`src/pkg/tbfs_pkg.sv`:
```
// Package for the two bucket frame shaper: widths, register map, carriers
package tbfs_pkg;
  localparam int CNT_W = 32;
  localparam int LEN_W = 16;
  localparam int DEPTH = 64;
  localparam int PTR_W = 6;
  localparam logic [CNT_W-1:0] BITS_PER_BYTE = 32'h0000_0008;
  localparam logic [CNT_W-1:0] ZERO_CNT = 32'h0000_0000;
  localparam logic [11:0] OFF_CRATE = 12'h000;
  localparam logic [11:0] OFF_CBURST = 12'h004;
  localparam logic [11:0] OFF_ERATE = 12'h008;
  localparam logic [11:0] OFF_EBURST = 12'h00C;
  localparam logic [11:0] OFF_CTRL = 12'h010;
  localparam logic [11:0] OFF_SLIMIT = 12'h014;
  localparam logic [11:0] OFF_YLIMIT = 12'h018;
  localparam logic [11:0] OFF_OFFSET = 12'h01C;
  localparam logic [11:0] OFF_TICKCNT = 12'h020;
  localparam logic [11:0] OFF_CTOK = 12'h024;
  localparam logic [11:0] OFF_ETOK = 12'h028;
  localparam logic [11:0] OFF_OCC = 12'h02C;
  localparam logic [11:0] OFF_DROPS = 12'h030;
  localparam int CTRL_CF_BIT = 0;
  localparam int CTRL_CM_BIT = 1;
  localparam logic [CNT_W-1:0] RST_CRATE = 32'h0000_0800;
  localparam logic [CNT_W-1:0] RST_CBURST = 32'h0000_2000;
  localparam logic [CNT_W-1:0] RST_ERATE = 32'h0000_0800;
  localparam logic [CNT_W-1:0] RST_EBURST = 32'h0000_2000;
  localparam logic [CNT_W-1:0] RST_SLIMIT = 32'h0000_8000;
  localparam logic [CNT_W-1:0] RST_YLIMIT = 32'h0000_4000;
  localparam logic [CNT_W-1:0] RST_TICKCNT = 32'h0000_0064;
  typedef struct packed {
    logic [LEN_W-1:0] len;
    logic yellow;
  } tbfs_frame_s;
  typedef enum logic [1:0] {
    TBFS_IDLE = 2'b00,
    TBFS_REFILL = 2'b01,
    TBFS_DRAIN = 2'b10
  } tbfs_state_e;
endpackage

```
`src/verilog/tbfs_shaper.sv`:
```
// Two bucket frame shaper top: arrival decision, periodic refill and drain
// Overview of operation
// Each tick adds committed_rate/8 to committed bucket, capped at committed_burst; ticks during refill or drain are ignored.
// Overflow above committed_burst, times coupling_flag, joins excess refill, capped.
// Committed overflow goes to excess bucket only when coupling_flag is set.
// Drain head with committed tokens when it fits and green or blind.
// Otherwise drain with excess tokens when they fit; repeat until neither.
// Green uses committed then excess tokens; aware yellow uses excess only.
// color_mode affects release token choice and admission, both limit and forward token choice.
// Admission uses yellow_limit for aware yellow frames, shaper_limit otherwise.
// Aware yellow at empty buffer: forward on excess, else enqueue, else drop.
// Other arrivals at empty buffer: committed, excess, enqueue or drop.
// Non-empty buffer: never bypass; enqueue under limit checks or drop.
// Reset fills committed bucket to committed_burst, excess to excess_burst.
// Arrival decision runs once per frame, immediately, apart from refill.
// Transfers debit length minus offset; occupancy drops by full length.
// Occupancy and tokens counted in bytes; rates divided by eight.
// Frames leave buffer head first-in first-out into transmission queue.
// Software sets committed_rate nonzero and coupling or excess_rate nonzero.
// Software should keep shaper_limit minus yellow_limit at least committed_burst.
// Refill interval is a programmable count of core clock cycles.
// Arithmetic widths hold maximum bursts and limits without wrap.
`timescale 1ns/100ps
module tbfs_shaper (
  input wire logic ref_clk, // Core clock, 100 MHz
  input wire logic resetn, // Async reset, active low
  input wire logic psel, // APB select
  input wire logic penable, // APB enable
  input wire logic pwrite, // APB direction
  input wire logic [11:0] paddr, // APB byte address
  input wire logic [31:0] pwdata, // APB write data
  output logic [31:0] prdata, // APB read data
  output logic pready, // APB ready
  output logic pslverr, // APB error
  input wire logic newValid, // New frame arrives
  input wire tbfs_pkg::tbfs_frame_s newFrame, // Length and color of arrival
  output logic newReady, // Arrival can be taken
  output logic newDropped, // Arrival discarded, one-cycle pulse
  output logic txValid, // Frame to transmission queue
  output tbfs_pkg::tbfs_frame_s txFrame, // Frame handed downstream
  input wire logic txReady // Transmission queue has room
);
  localparam logic [tbfs_pkg::CNT_W-1:0] ONE_CNT = 32'h0000_0001;

  logic [31:0] committedRate, committedBurst, excessRate, excessBurst;
  logic [31:0] shaperLimit, yellowLimit, tickPeriod, dropCount;
  logic [tbfs_pkg::LEN_W-1:0] tokenOffset;
  logic couplingFlag, colorAware;
  logic [31:0] cTok, eTok, occ;
  logic [31:0] next_cTok, next_eTok, next_occ;
  logic tick;
  tbfs_pkg::tbfs_state_e state, next_state;
  tbfs_pkg::tbfs_frame_s fifoMem [tbfs_pkg::DEPTH];
  logic [tbfs_pkg::PTR_W:0] wrPtr, rdPtr;
  logic [tbfs_pkg::PTR_W:0] fill;
  logic fifoEmpty, fifoFull;
  logic doEnq, doDeq, doFwd, doDrop;
  logic [1:0] fwdPath;
  logic drainUseC, drainUseE;
  tbfs_pkg::tbfs_frame_s head;
  logic [32:0] cSum, eSum;
  logic [31:0] cFill, overflow, eAdd;

  // Tokens a frame needs, floored at zero when offset exceeds length
  function automatic logic [31:0] need(input logic [tbfs_pkg::LEN_W-1:0] len,
                                       input logic [tbfs_pkg::LEN_W-1:0] off);
    need = (len > off) ? {16'h0000, len - off} : tbfs_pkg::ZERO_CNT;
  endfunction

  function automatic logic isAwareYellow(input tbfs_pkg::tbfs_frame_s f, input logic aware);
    isAwareYellow = f.yellow && aware;
  endfunction

  tbfs_tick_gen u_tick (
    .ref_clk(ref_clk),
    .resetn(resetn),
    .period(tickPeriod),
    .tick(tick)
  );

  // APB slave, zero wait state
  assign pready = 1'b1;
  logic apbWr, addrOk;
  logic [31:0] rdMux;
  assign apbWr = psel && penable && pwrite;
  always_comb begin
    addrOk = 1'b1;
    case (paddr)
      tbfs_pkg::OFF_CRATE: rdMux = committedRate;
      tbfs_pkg::OFF_CBURST: rdMux = committedBurst;
      tbfs_pkg::OFF_ERATE: rdMux = excessRate;
      tbfs_pkg::OFF_EBURST: rdMux = excessBurst;
      tbfs_pkg::OFF_CTRL: rdMux = {30'h0000_0000, colorAware, couplingFlag};
      tbfs_pkg::OFF_SLIMIT: rdMux = shaperLimit;
      tbfs_pkg::OFF_YLIMIT: rdMux = yellowLimit;
      tbfs_pkg::OFF_OFFSET: rdMux = {16'h0000, tokenOffset};
      tbfs_pkg::OFF_TICKCNT: rdMux = tickPeriod;
      tbfs_pkg::OFF_CTOK: rdMux = cTok;
      tbfs_pkg::OFF_ETOK: rdMux = eTok;
      tbfs_pkg::OFF_OCC: rdMux = occ;
      tbfs_pkg::OFF_DROPS: rdMux = dropCount;
      default: begin
        rdMux = tbfs_pkg::ZERO_CNT;
        addrOk = 1'b0;
      end
    endcase
  end
  assign pslverr = psel && penable && !addrOk;
  // Read data latched in setup; counters read as they stood one cycle early
  always_ff @(posedge ref_clk or negedge resetn) begin
    if (!resetn) begin
      prdata <= tbfs_pkg::ZERO_CNT;
    end else if (psel && !penable) begin
      prdata <= rdMux;
    end
  end

  always_ff @(posedge ref_clk or negedge resetn) begin
    if (!resetn) begin
      committedRate <= tbfs_pkg::RST_CRATE;
      committedBurst <= tbfs_pkg::RST_CBURST;
      excessRate <= tbfs_pkg::RST_ERATE;
      excessBurst <= tbfs_pkg::RST_EBURST;
      shaperLimit <= tbfs_pkg::RST_SLIMIT;
      yellowLimit <= tbfs_pkg::RST_YLIMIT;
      tickPeriod <= tbfs_pkg::RST_TICKCNT;
      tokenOffset <= 16'h0000;
      couplingFlag <= 1'b0;
      colorAware <= 1'b0;
    end else if (apbWr) begin
      case (paddr)
        tbfs_pkg::OFF_CRATE: committedRate <= pwdata;
        tbfs_pkg::OFF_CBURST: committedBurst <= pwdata;
        tbfs_pkg::OFF_ERATE: excessRate <= pwdata;
        tbfs_pkg::OFF_EBURST: excessBurst <= pwdata;
        tbfs_pkg::OFF_CTRL: begin
          couplingFlag <= pwdata[tbfs_pkg::CTRL_CF_BIT];
          colorAware <= pwdata[tbfs_pkg::CTRL_CM_BIT];
        end
        tbfs_pkg::OFF_SLIMIT: shaperLimit <= pwdata;
        tbfs_pkg::OFF_YLIMIT: yellowLimit <= pwdata;
        tbfs_pkg::OFF_OFFSET: tokenOffset <= pwdata[tbfs_pkg::LEN_W-1:0];
        tbfs_pkg::OFF_TICKCNT: tickPeriod <= pwdata;
        default: ;
      endcase
    end
  end

  // Shaper buffer, frame descriptors only
  assign fill = wrPtr - rdPtr;
  assign fifoEmpty = (wrPtr == rdPtr);
  assign fifoFull = fill[tbfs_pkg::PTR_W];
  assign head = fifoMem[rdPtr[tbfs_pkg::PTR_W-1:0]];
  always_ff @(posedge ref_clk) begin
    if (doEnq) begin
      fifoMem[wrPtr[tbfs_pkg::PTR_W-1:0]] <= newFrame;
    end
  end
  always_ff @(posedge ref_clk or negedge resetn) begin
    if (!resetn) begin
      wrPtr <= '0;
      rdPtr <= '0;
    end else begin
      if (doEnq) begin
        wrPtr <= wrPtr + 7'h01;
      end
      if (doDeq) begin
        rdPtr <= rdPtr + 7'h01;
      end
    end
  end

  // Refill arithmetic, 33 bits so sums never wrap
  assign cSum = {1'b0, cTok} + {1'b0, committedRate / tbfs_pkg::BITS_PER_BYTE};
  assign cFill = (cSum > {1'b0, committedBurst}) ? committedBurst : cSum[31:0];
  assign overflow = (cSum > {1'b0, committedBurst}) ?
                    32'(cSum - {1'b0, committedBurst}) : tbfs_pkg::ZERO_CNT;
  assign eAdd = couplingFlag ? overflow : tbfs_pkg::ZERO_CNT;
  assign eSum = {1'b0, eTok} + {1'b0, excessRate / tbfs_pkg::BITS_PER_BYTE} + {1'b0, eAdd};

  // Drain eligibility for the head frame
  assign drainUseC = !fifoEmpty && (need(head.len, tokenOffset) <= cTok) &&
                     (!head.yellow || !colorAware);
  assign drainUseE = !fifoEmpty && !drainUseC &&
                     (need(head.len, tokenOffset) <= eTok);

  // Arrival decision; holds off during refill and drain, while any frame is pending downstream, or while the buffer is full
  logic emptyNow, ayNew, fitsQ;
  logic [32:0] occPlus;
  assign emptyNow = fifoEmpty && (occ == tbfs_pkg::ZERO_CNT);
  assign ayNew = isAwareYellow(newFrame, colorAware);
  assign occPlus = {1'b0, occ} + {17'h0_0000, newFrame.len};
  always_comb begin
    fitsQ = 1'b0;
    if (ayNew) begin
      fitsQ = (occPlus <= {1'b0, yellowLimit}) &&
              (need(newFrame.len, tokenOffset) <= excessBurst);
    end else begin
      fitsQ = (occPlus <= {1'b0, shaperLimit}) &&
              (need(newFrame.len, tokenOffset) <=
               ((committedBurst > excessBurst) ? committedBurst : excessBurst));
    end
  end
  assign newReady = (state == tbfs_pkg::TBFS_IDLE) && !txValid && !fifoFull;
  always_comb begin
    fwdPath = 2'b00;
    doEnq = 1'b0;
    doDrop = 1'b0;
    if (newValid && newReady) begin
      if (emptyNow && ayNew && need(newFrame.len, tokenOffset) <= eTok) begin
        fwdPath = 2'b10;
      end else if (emptyNow && !ayNew && need(newFrame.len, tokenOffset) <= cTok) begin
        fwdPath = 2'b01;
      end else if (emptyNow && !ayNew && need(newFrame.len, tokenOffset) <= eTok) begin
        fwdPath = 2'b10;
      end else if (fitsQ) begin
        doEnq = 1'b1;
      end else begin
        doDrop = 1'b1;
      end
    end
  end
  assign doFwd = fwdPath != 2'b00;
  assign doDeq = (state == tbfs_pkg::TBFS_DRAIN) && !txValid && (drainUseC || drainUseE);

  // Refill then drain loop per tick
  always_comb begin
    next_state = state;
    case (state)
      tbfs_pkg::TBFS_IDLE: if (tick) next_state = tbfs_pkg::TBFS_REFILL;
      tbfs_pkg::TBFS_REFILL: next_state = tbfs_pkg::TBFS_DRAIN;
      tbfs_pkg::TBFS_DRAIN: begin
        if (!txValid && !drainUseC && !drainUseE) next_state = tbfs_pkg::TBFS_IDLE;
      end
      default: next_state = tbfs_pkg::TBFS_IDLE;
    endcase
  end
  always_ff @(posedge ref_clk or negedge resetn) begin
    if (!resetn) begin
      state <= tbfs_pkg::TBFS_IDLE;
    end else begin
      state <= next_state;
    end
  end

  // Token and occupancy update
  always_comb begin
    next_cTok = cTok;
    next_eTok = eTok;
    next_occ = occ;
    if (state == tbfs_pkg::TBFS_REFILL) begin
      next_cTok = cFill;
      next_eTok = (eSum > {1'b0, excessBurst}) ? excessBurst : eSum[31:0];
    end
    if (doDeq && drainUseC) begin
      next_cTok = cTok - need(head.len, tokenOffset);
    end
    if (doDeq && drainUseE) begin
      next_eTok = eTok - need(head.len, tokenOffset);
    end
    if (doDeq) begin
      next_occ = occ - {16'h0000, head.len};
    end
    if (fwdPath == 2'b01) begin
      next_cTok = cTok - need(newFrame.len, tokenOffset);
    end
    if (fwdPath == 2'b10) begin
      next_eTok = eTok - need(newFrame.len, tokenOffset);
    end
    if (doEnq) begin
      next_occ = occPlus[31:0];
    end
  end
  // Buckets start full; burst registers are at their reset values then
  always_ff @(posedge ref_clk or negedge resetn) begin
    if (!resetn) begin
      cTok <= tbfs_pkg::RST_CBURST;
      eTok <= tbfs_pkg::RST_EBURST;
      occ <= tbfs_pkg::ZERO_CNT;
    end else begin
      cTok <= next_cTok;
      eTok <= next_eTok;
      occ <= next_occ;
    end
  end

  // Output register toward transmission queue
  always_ff @(posedge ref_clk or negedge resetn) begin
    if (!resetn) begin
      txValid <= 1'b0;
      txFrame <= '0;
    end else if (txValid && !txReady) begin
      txValid <= 1'b1;
    end else if (doDeq) begin
      txValid <= 1'b1;
      txFrame <= head;
    end else if (doFwd) begin
      txValid <= 1'b1;
      txFrame <= newFrame;
    end else begin
      txValid <= 1'b0;
    end
  end

  always_ff @(posedge ref_clk or negedge resetn) begin
    if (!resetn) begin
      newDropped <= 1'b0;
      dropCount <= tbfs_pkg::ZERO_CNT;
    end else begin
      newDropped <= doDrop;
      if (doDrop) begin
        dropCount <= dropCount + ONE_CNT;
      end
    end
  end
endmodule

```
`src/verilog/tbfs_tick_gen.sv`:
```
// Refill interval tick generator
`timescale 1ns/100ps
module tbfs_tick_gen (
  input wire logic ref_clk, // Core clock
  input wire logic resetn, // Async reset, active low
  input wire logic [tbfs_pkg::CNT_W-1:0] period, // Interval in clock cycles
  output logic tick // One-cycle pulse per interval
);
  logic [tbfs_pkg::CNT_W-1:0] count;
  always_ff @(posedge ref_clk or negedge resetn) begin
    if (!resetn) begin
      count <= tbfs_pkg::ZERO_CNT;
      tick <= 1'b0;
    end else if (count + 32'h0000_0001 >= period) begin
      count <= tbfs_pkg::ZERO_CNT;
      tick <= 1'b1;
    end else begin
      count <= count + 32'h0000_0001;
      tick <= 1'b0;
    end
  end
endmodule

```
`config.mk`:
```
export PLATFORM = sky130hd
export DESIGN_NAME = tbfs_shaper
export DESIGN_NICKNAME = d
export VERILOG_FILES = /design/src/pkg/tbfs_pkg.sv /design/src/verilog/tbfs_shaper.sv /design/src/verilog/tbfs_tick_gen.sv
export SDC_FILE = /design/constraint.sdc
export NUM_CORES = 2
export LEC_CHECK = 0
export BUFFER_PORTS_ARGS = -buffer_cell sky130_fd_sc_hd__buf_4
export CAP_MARGIN = 5
export CORE_AREA = 2 2 488 490
export DETAILED_ROUTE_END_ITERATION = 16
export DIE_AREA = 0 0 490 492
export SYNTH_ARGS = -nofsm -noshare
export SYNTH_HDL_FRONTEND = slang
export SYNTH_HIERARCHICAL = 1
export SYNTH_SLANG_ARGS = --single-unit
```
`constraint.sdc`:
```
create_clock -name ref_clk -period 28.7 [get_ports ref_clk]
set_clock_uncertainty 0.1 [all_clocks]
set_input_delay 2.87 -clock ref_clk [delete_from_list [all_inputs] [get_ports ref_clk]]
set_output_delay 2.87 -clock ref_clk [all_outputs]
set_load 0.1 [all_outputs]
```
# After elaboration in Yosys (flattened, before gate mapping)

Memories as Yosys holds them, arrays and structs flattened.
Cells that the tools add are included.
Widths: inputs -> output; s select.

Add/subtract/negate cells: 17
$mul: 0
Div/mod/pow operators: 0
$lt $le $gt $ge: 14
Equal/unequal tests: 19
Shifts and indexed selects: 0
Muxes and demuxes: 44
Bitwise logic cells: 1
Reductions and logical operators: 60

Operator list:

| operator              | number |
|---|---|
| $mux 32               | 14 |
| $pmux 32 s13          | 1 |
| $le 32x32->1          | 6 |
| $sub 32x16->32        | 3 |
| $sub 32x32->32        | 3 |
| $add 32x29->33        | 2 |
| $gt 33x32->1          | 2 |
| $le 33x32->1          | 2 |
| $add 32x1->32 const B | 2 |
| $eq 12x6->1 const B   | 5 |
| $eq 12x5->1 const B   | 4 |
| $mux 17               | 2 |
| $add 32x16->33        | 1 |
| $add 33x32->33        | 1 |
| $ge 32x32->1          | 1 |
| $gt 16x16->1          | 2 |
| $gt 32x32->1          | 1 |
| $logic_not 32->1      | 1 |
| $mux 16               | 2 |
| $sub 16x16->16        | 2 |
| $logic_and 1x1->1     | 27 |
| $eq 12x4->1 const B   | 2 |
| $reduce_and 2->1      | 11 |
| $mux 1                | 18 |
| other kinds (17)      | 40 |

Bits in registers: 470
Latch bits: 0
Memory bits (writable): 1088
Bits in read-only memories: 0
Bits of input ports: 68
Output and inout bits: 54
Word-level logic and storage cells: 180
Memories: 1

Memories:

| memory  | depth | width | read ports | clocked after memory_dff | wr ports | line              | text |
|---|---|---|---|---|---|---|---|
| fifoMem | 64    | 17    | 1          | 0                        | 1        | tbfs_shaper.sv:53 | `tbfs_pkg::tbfs_frame_s fifoMem [tbfs_pkg::DEPTH];` |

# Logic depth before layout (Yosys ltp)

An unclocked memory read counts as a cell.

Depth in word-level cells: 14
Gate-level depth with buffers: 49
Mapped depth without buffers: 43

# By module

Netlist, hierarchy kept.

Modules (own cells, without submodules):

| module        | instances | cells each | area an instance (µm²) | seq. area each (µm²) |
|---|---|---|---|---|
| tbfs_shaper   | 1         | 6111       | 79640.1                | 43620.6 |
| tbfs_tick_gen | 1         | 265        | 2533.7                 | 825.8 |

# Least setup slack after synthesis

No wires, ideal clock.

Path kind: register -> register
Start point: register cTok[12]
End point: register eTok[21]
Setup time: 0.142 ns
Arrival: 10.348 ns
Required time: 28.458 ns
Setup slack: 18.110 ns
Cell stages (with the launch flop): 48
Buffers on the path: 6
Period minus slack after synthesis: 10.590 ns
Path through: dfrtp_1 > ha_1 > clkbuf_1 > o21ai_0 > a211oi_1 > o21ai_0 > nand2_1 > o221ai_1 > o21ai_0 > a221oi_1 > o21ai_1 > nand3_1 > xnor2_1 > ha_1 > and4_1 > nand2_1 > nor4_1 > nor2b_1 > [... 12 more ...] > o31a_1 > o31a_1 > o41a_1 > a21o_1 > a31oi_1 > o31ai_1 > o41ai_1 > xor2_1 > inv_1 > ha_1 > or4_1 > a21oi_1 > a211o_1 > o21a_1 > buf_2 > buf_1 > mux2i_1 > o2111ai_1

Longest elaborated chain between the ends: 11
Elaborated cells between the ends (all ways): 27
Classes of those cells: add/sub: 3; order compare: 4; eq/ne: 1; mux: 9; reduce/logical: 10

RTL lines:

| what                                                    | line               | text |
|---|---|---|
| from (decl)                                             | tbfs_shaper.sv:49  | `logic [31:0] cTok, eTok, occ;` |
| from (signal assigned)                                  | tbfs_shaper.sv:277 | `cTok <= tbfs_pkg::RST_CBURST;` |
| from (signal assigned)                                  | tbfs_shaper.sv:281 | `cTok <= next_cTok;` |
| branches (longest 11 deep; another with $add 32x29->33) | n/a                |  |
| to (signal assigned)                                    | tbfs_shaper.sv:278 | `eTok <= tbfs_pkg::RST_EBURST;` |
| to (signal assigned)                                    | tbfs_shaper.sv:282 | `eTok <= next_eTok;` |
| to (decl)                                               | tbfs_shaper.sv:49  |  |

Parallel ways; which one is timed is not known. The select of a mux whose other input is x is not followed.
A chain may end at the register's enable or synchronous reset.

# Worst setup path in the final report

Start point: register cTok[8]
End point: register eTok[15]

The elaborated chain is that of the path after synthesis.

==> results.tsv <==
metric	value	unit
status	complete, no violations	
GR Util met2	38.3	%
full die area	241000	um^2
Layout Nets	7105	
WL/cell	30.0	um
gr ovfl total	0	
max FFs per register	1088	
first-pass GRT wire length	419000	um
top-area cell type share of the netlist area	39.8	%
port buffer count	120	
dpl ws	16140	ps
GRT Resource Usage Total	24.1	%
crit end category	flip-flop	
RSZ-0062 raised after global routing	no	
Overall Power	8.22	mW
switching share of power	39.5	%
fin crit period	12810	ps
cell-internal power	4.97	mW
vias per cell	5.81	
Sequential Power Share	33.5	%
Gate power share	40.0	%
final core utilization	39.4	%
Post-CTS Setup Bufs	0	
post-route setup slack	15890	ps
# resized after CTS	0	
Vias	57300	
CTS tree	yes	
I/O pins	122	
top_reg_cell synth	edfxtp_1	
number of H-tree levels	4	
sequential share of the synthesized area	54.1	%
clock latency at the later pin of the worst-skew pair	860	ps
Clk pwr share	26.4	%
fin crit share	44.6	%
Max Root-Sink Buffers	3	
Syn Inst Count	6376	
Syn-to-layout area delta	13.3	%
Area contributors post-synth	edfxtp_1, dfrtp_1, mux4_2	
post-route setup TNS	0	ps
nature of the critical path startpoint	flip-flop	
Critical Path Fanout Max	29	
Max-Cap Viols	0	
fmax	78.0	MHz
Synth Register Bits	1558	
met3 Resource Use GR	4.01	%
grt met1 use	30.4	%
largest net degree at the start of global routing	78	
Arr. time, crit path	13360	ps
WP data required	29250	ps
most frequent cells in the layout	edfxtp_1, ha_1, dfrtp_1	
row cnt	179	
DRT antenna net count	0	
post-route cell area	93100	um^2
Die Ht	492	um
layout cells sized above 1	17.4	%
Post-Syn Area	82200	um^2
slowest cell on the critical path	nor4_1	
Post-synth EDFFs	1088	
measured slew at the worst slew-check pin	1300	ps
Pre-antenna DRT Iters	6	
DRC violations left	0	
DPL Wire Length	217000	um
Clk pin slew, worst setup/hold paths	60	ps
initial DRC count	6327	
grt peak-use layer	met2	
Max Slew Vio Count	0	
Root Buffer	clkbuf_16	
Cell Area, Placed	87600	um^2
hold-fix buffers at CTS	0	
commonest non-fill, non-tap cell in the layout	edfxtp_1	
Num Clock Sinks	1558	
initial antenna violation count	6	
Placer Congestion	1.01	
VDD IR max	73.5	uV
post-synth top area cell	edfxtp_1	
Yosys cell types	97	
Mean Syn Cell Area	12.9	um^2
final setup vio count	0	
Net Sw Power	3.25	mW
Die X	490	um
synth warn	6	
Synth async-reset ratio	30.2	%
Tightest Hold Check Type	reg2reg	
Initial Util	34.8	%
CTS Buf Count	162	
WS Path Type	reg2reg	
Pwr per Cell Area	88.3	nW/um^2
leakage	35.2	nW
most frequent CP cell	ha_1	
core area	236000	um^2
final hold vios	0	
relative slew slack	12.8	%
drt total wl	295000	um
vias in the first global route	56100	
syn_nets	6941	
max incr delay on CP	690	ps
==> power groups by stage <==
stage	Combinational, mW	Clock [mW]	Sequential [mW]
global placement	3.25	0	2.80
detailed placement	3.27	0	2.80
floorplan	2.10	0	2.75
CTS	3.28	2.20	2.75
finish	3.29	2.17	2.76
global route	3.50	2.29	2.77
==> cells in the mapped netlist, types with 40 or more instances <==
library cell and number:
a21o_1 80, nor2b_1 55, and2_1 40, fa_1 40, mux2i_1 70, nor4_1 91
nand3_1 123, ha_1 457, a221oi_1 42, xnor2_1 177, clkbuf_1 221, or3_1 42
edfxtp_1 1088, xor2_1 115, nand2b_1 40, inv_1 305, nand4_1 77, buf_1 50
dfrtp_1 459, o21ai_0 360, mux4_2 350, nor3_1 110, a22oi_1 93, nand2_1 444
a21oi_1 289, nor2_1 341, and3_1 52, a31oi_1 76, mux2_2 112
==> worst paths after layout <==
path / start / end / slack (ps) / depth (start not counted)
max: cTok[8] / eTok[15] / 15890 / 43
min: txFrame[14] / txFrame[14] / 390 / 2
max reg2reg: cTok[8] / eTok[15] / 15890 / 43
min reg2reg: txFrame[14] / txFrame[14] / 390 / 2
max in group asynchronous: resetn / txFrame[7] / 23720 / 4
min in group asynchronous: resetn / eTok[22] / 1910 / 1
==> cell families (layout without fill, tap and decap cells) <==
family	count (synthesis)	in the layout	share of synthesized area (%)
other	1	8	0.00456
DFF	1558	1558	54.1
AOI/OAI and AO/OA	1342	1342	10.6
buffers and inverters	604	903	2.83
muxes	532	532	12.0
adders and majority gates	497	497	7.93
xor gates and xnor gates	293	293	3.13
and+or+nand+nor	1549	1549	9.43
==> layer usage <==
layer	share of wire, %	vias up
met5	0	-
met4	7.6	0
li1	-	24900
met3	6.7	637
met2	46	2464
met1	39	29200
==> critical path: cells and delay by family (launching register included) <==
kind	cells	cell delay, ps
buffers and inverters	5	1080
AND/OR/NAND/NOR	11	2780
AO/OA/AOI/OAI	18	5500
XOR/XNOR	2	440
adder cells (fa/ha/maj)	6	1920
multiplexers	1	280
flip-flops	1	460
==> area by class of cell <==
| type | instances | area, um^2 |
|---|---|---|
| antenna | 7 | 17.5 |
| clock buffer | 207 | 4340 |
| clock inverter | 92 | 1130 |
| fill | 22200 | 143000 |
| inverter | 308 | 1160 |
| multi-input combinational | 4214 | 35800 |
| sequential | 1558 | 44500 |
| tap | 3167 | 3960 |
| timing repair buffer | 296 | 2230 |
==> per-stage QoR <==
step                instances  hold slack, ps
finish                   9849             385
global route             9842             412
CTS                      9842             390
detailed placement       9543             379
global placement         9543             377
floorplan                6376             342
(Power assumes the default switching activity.)
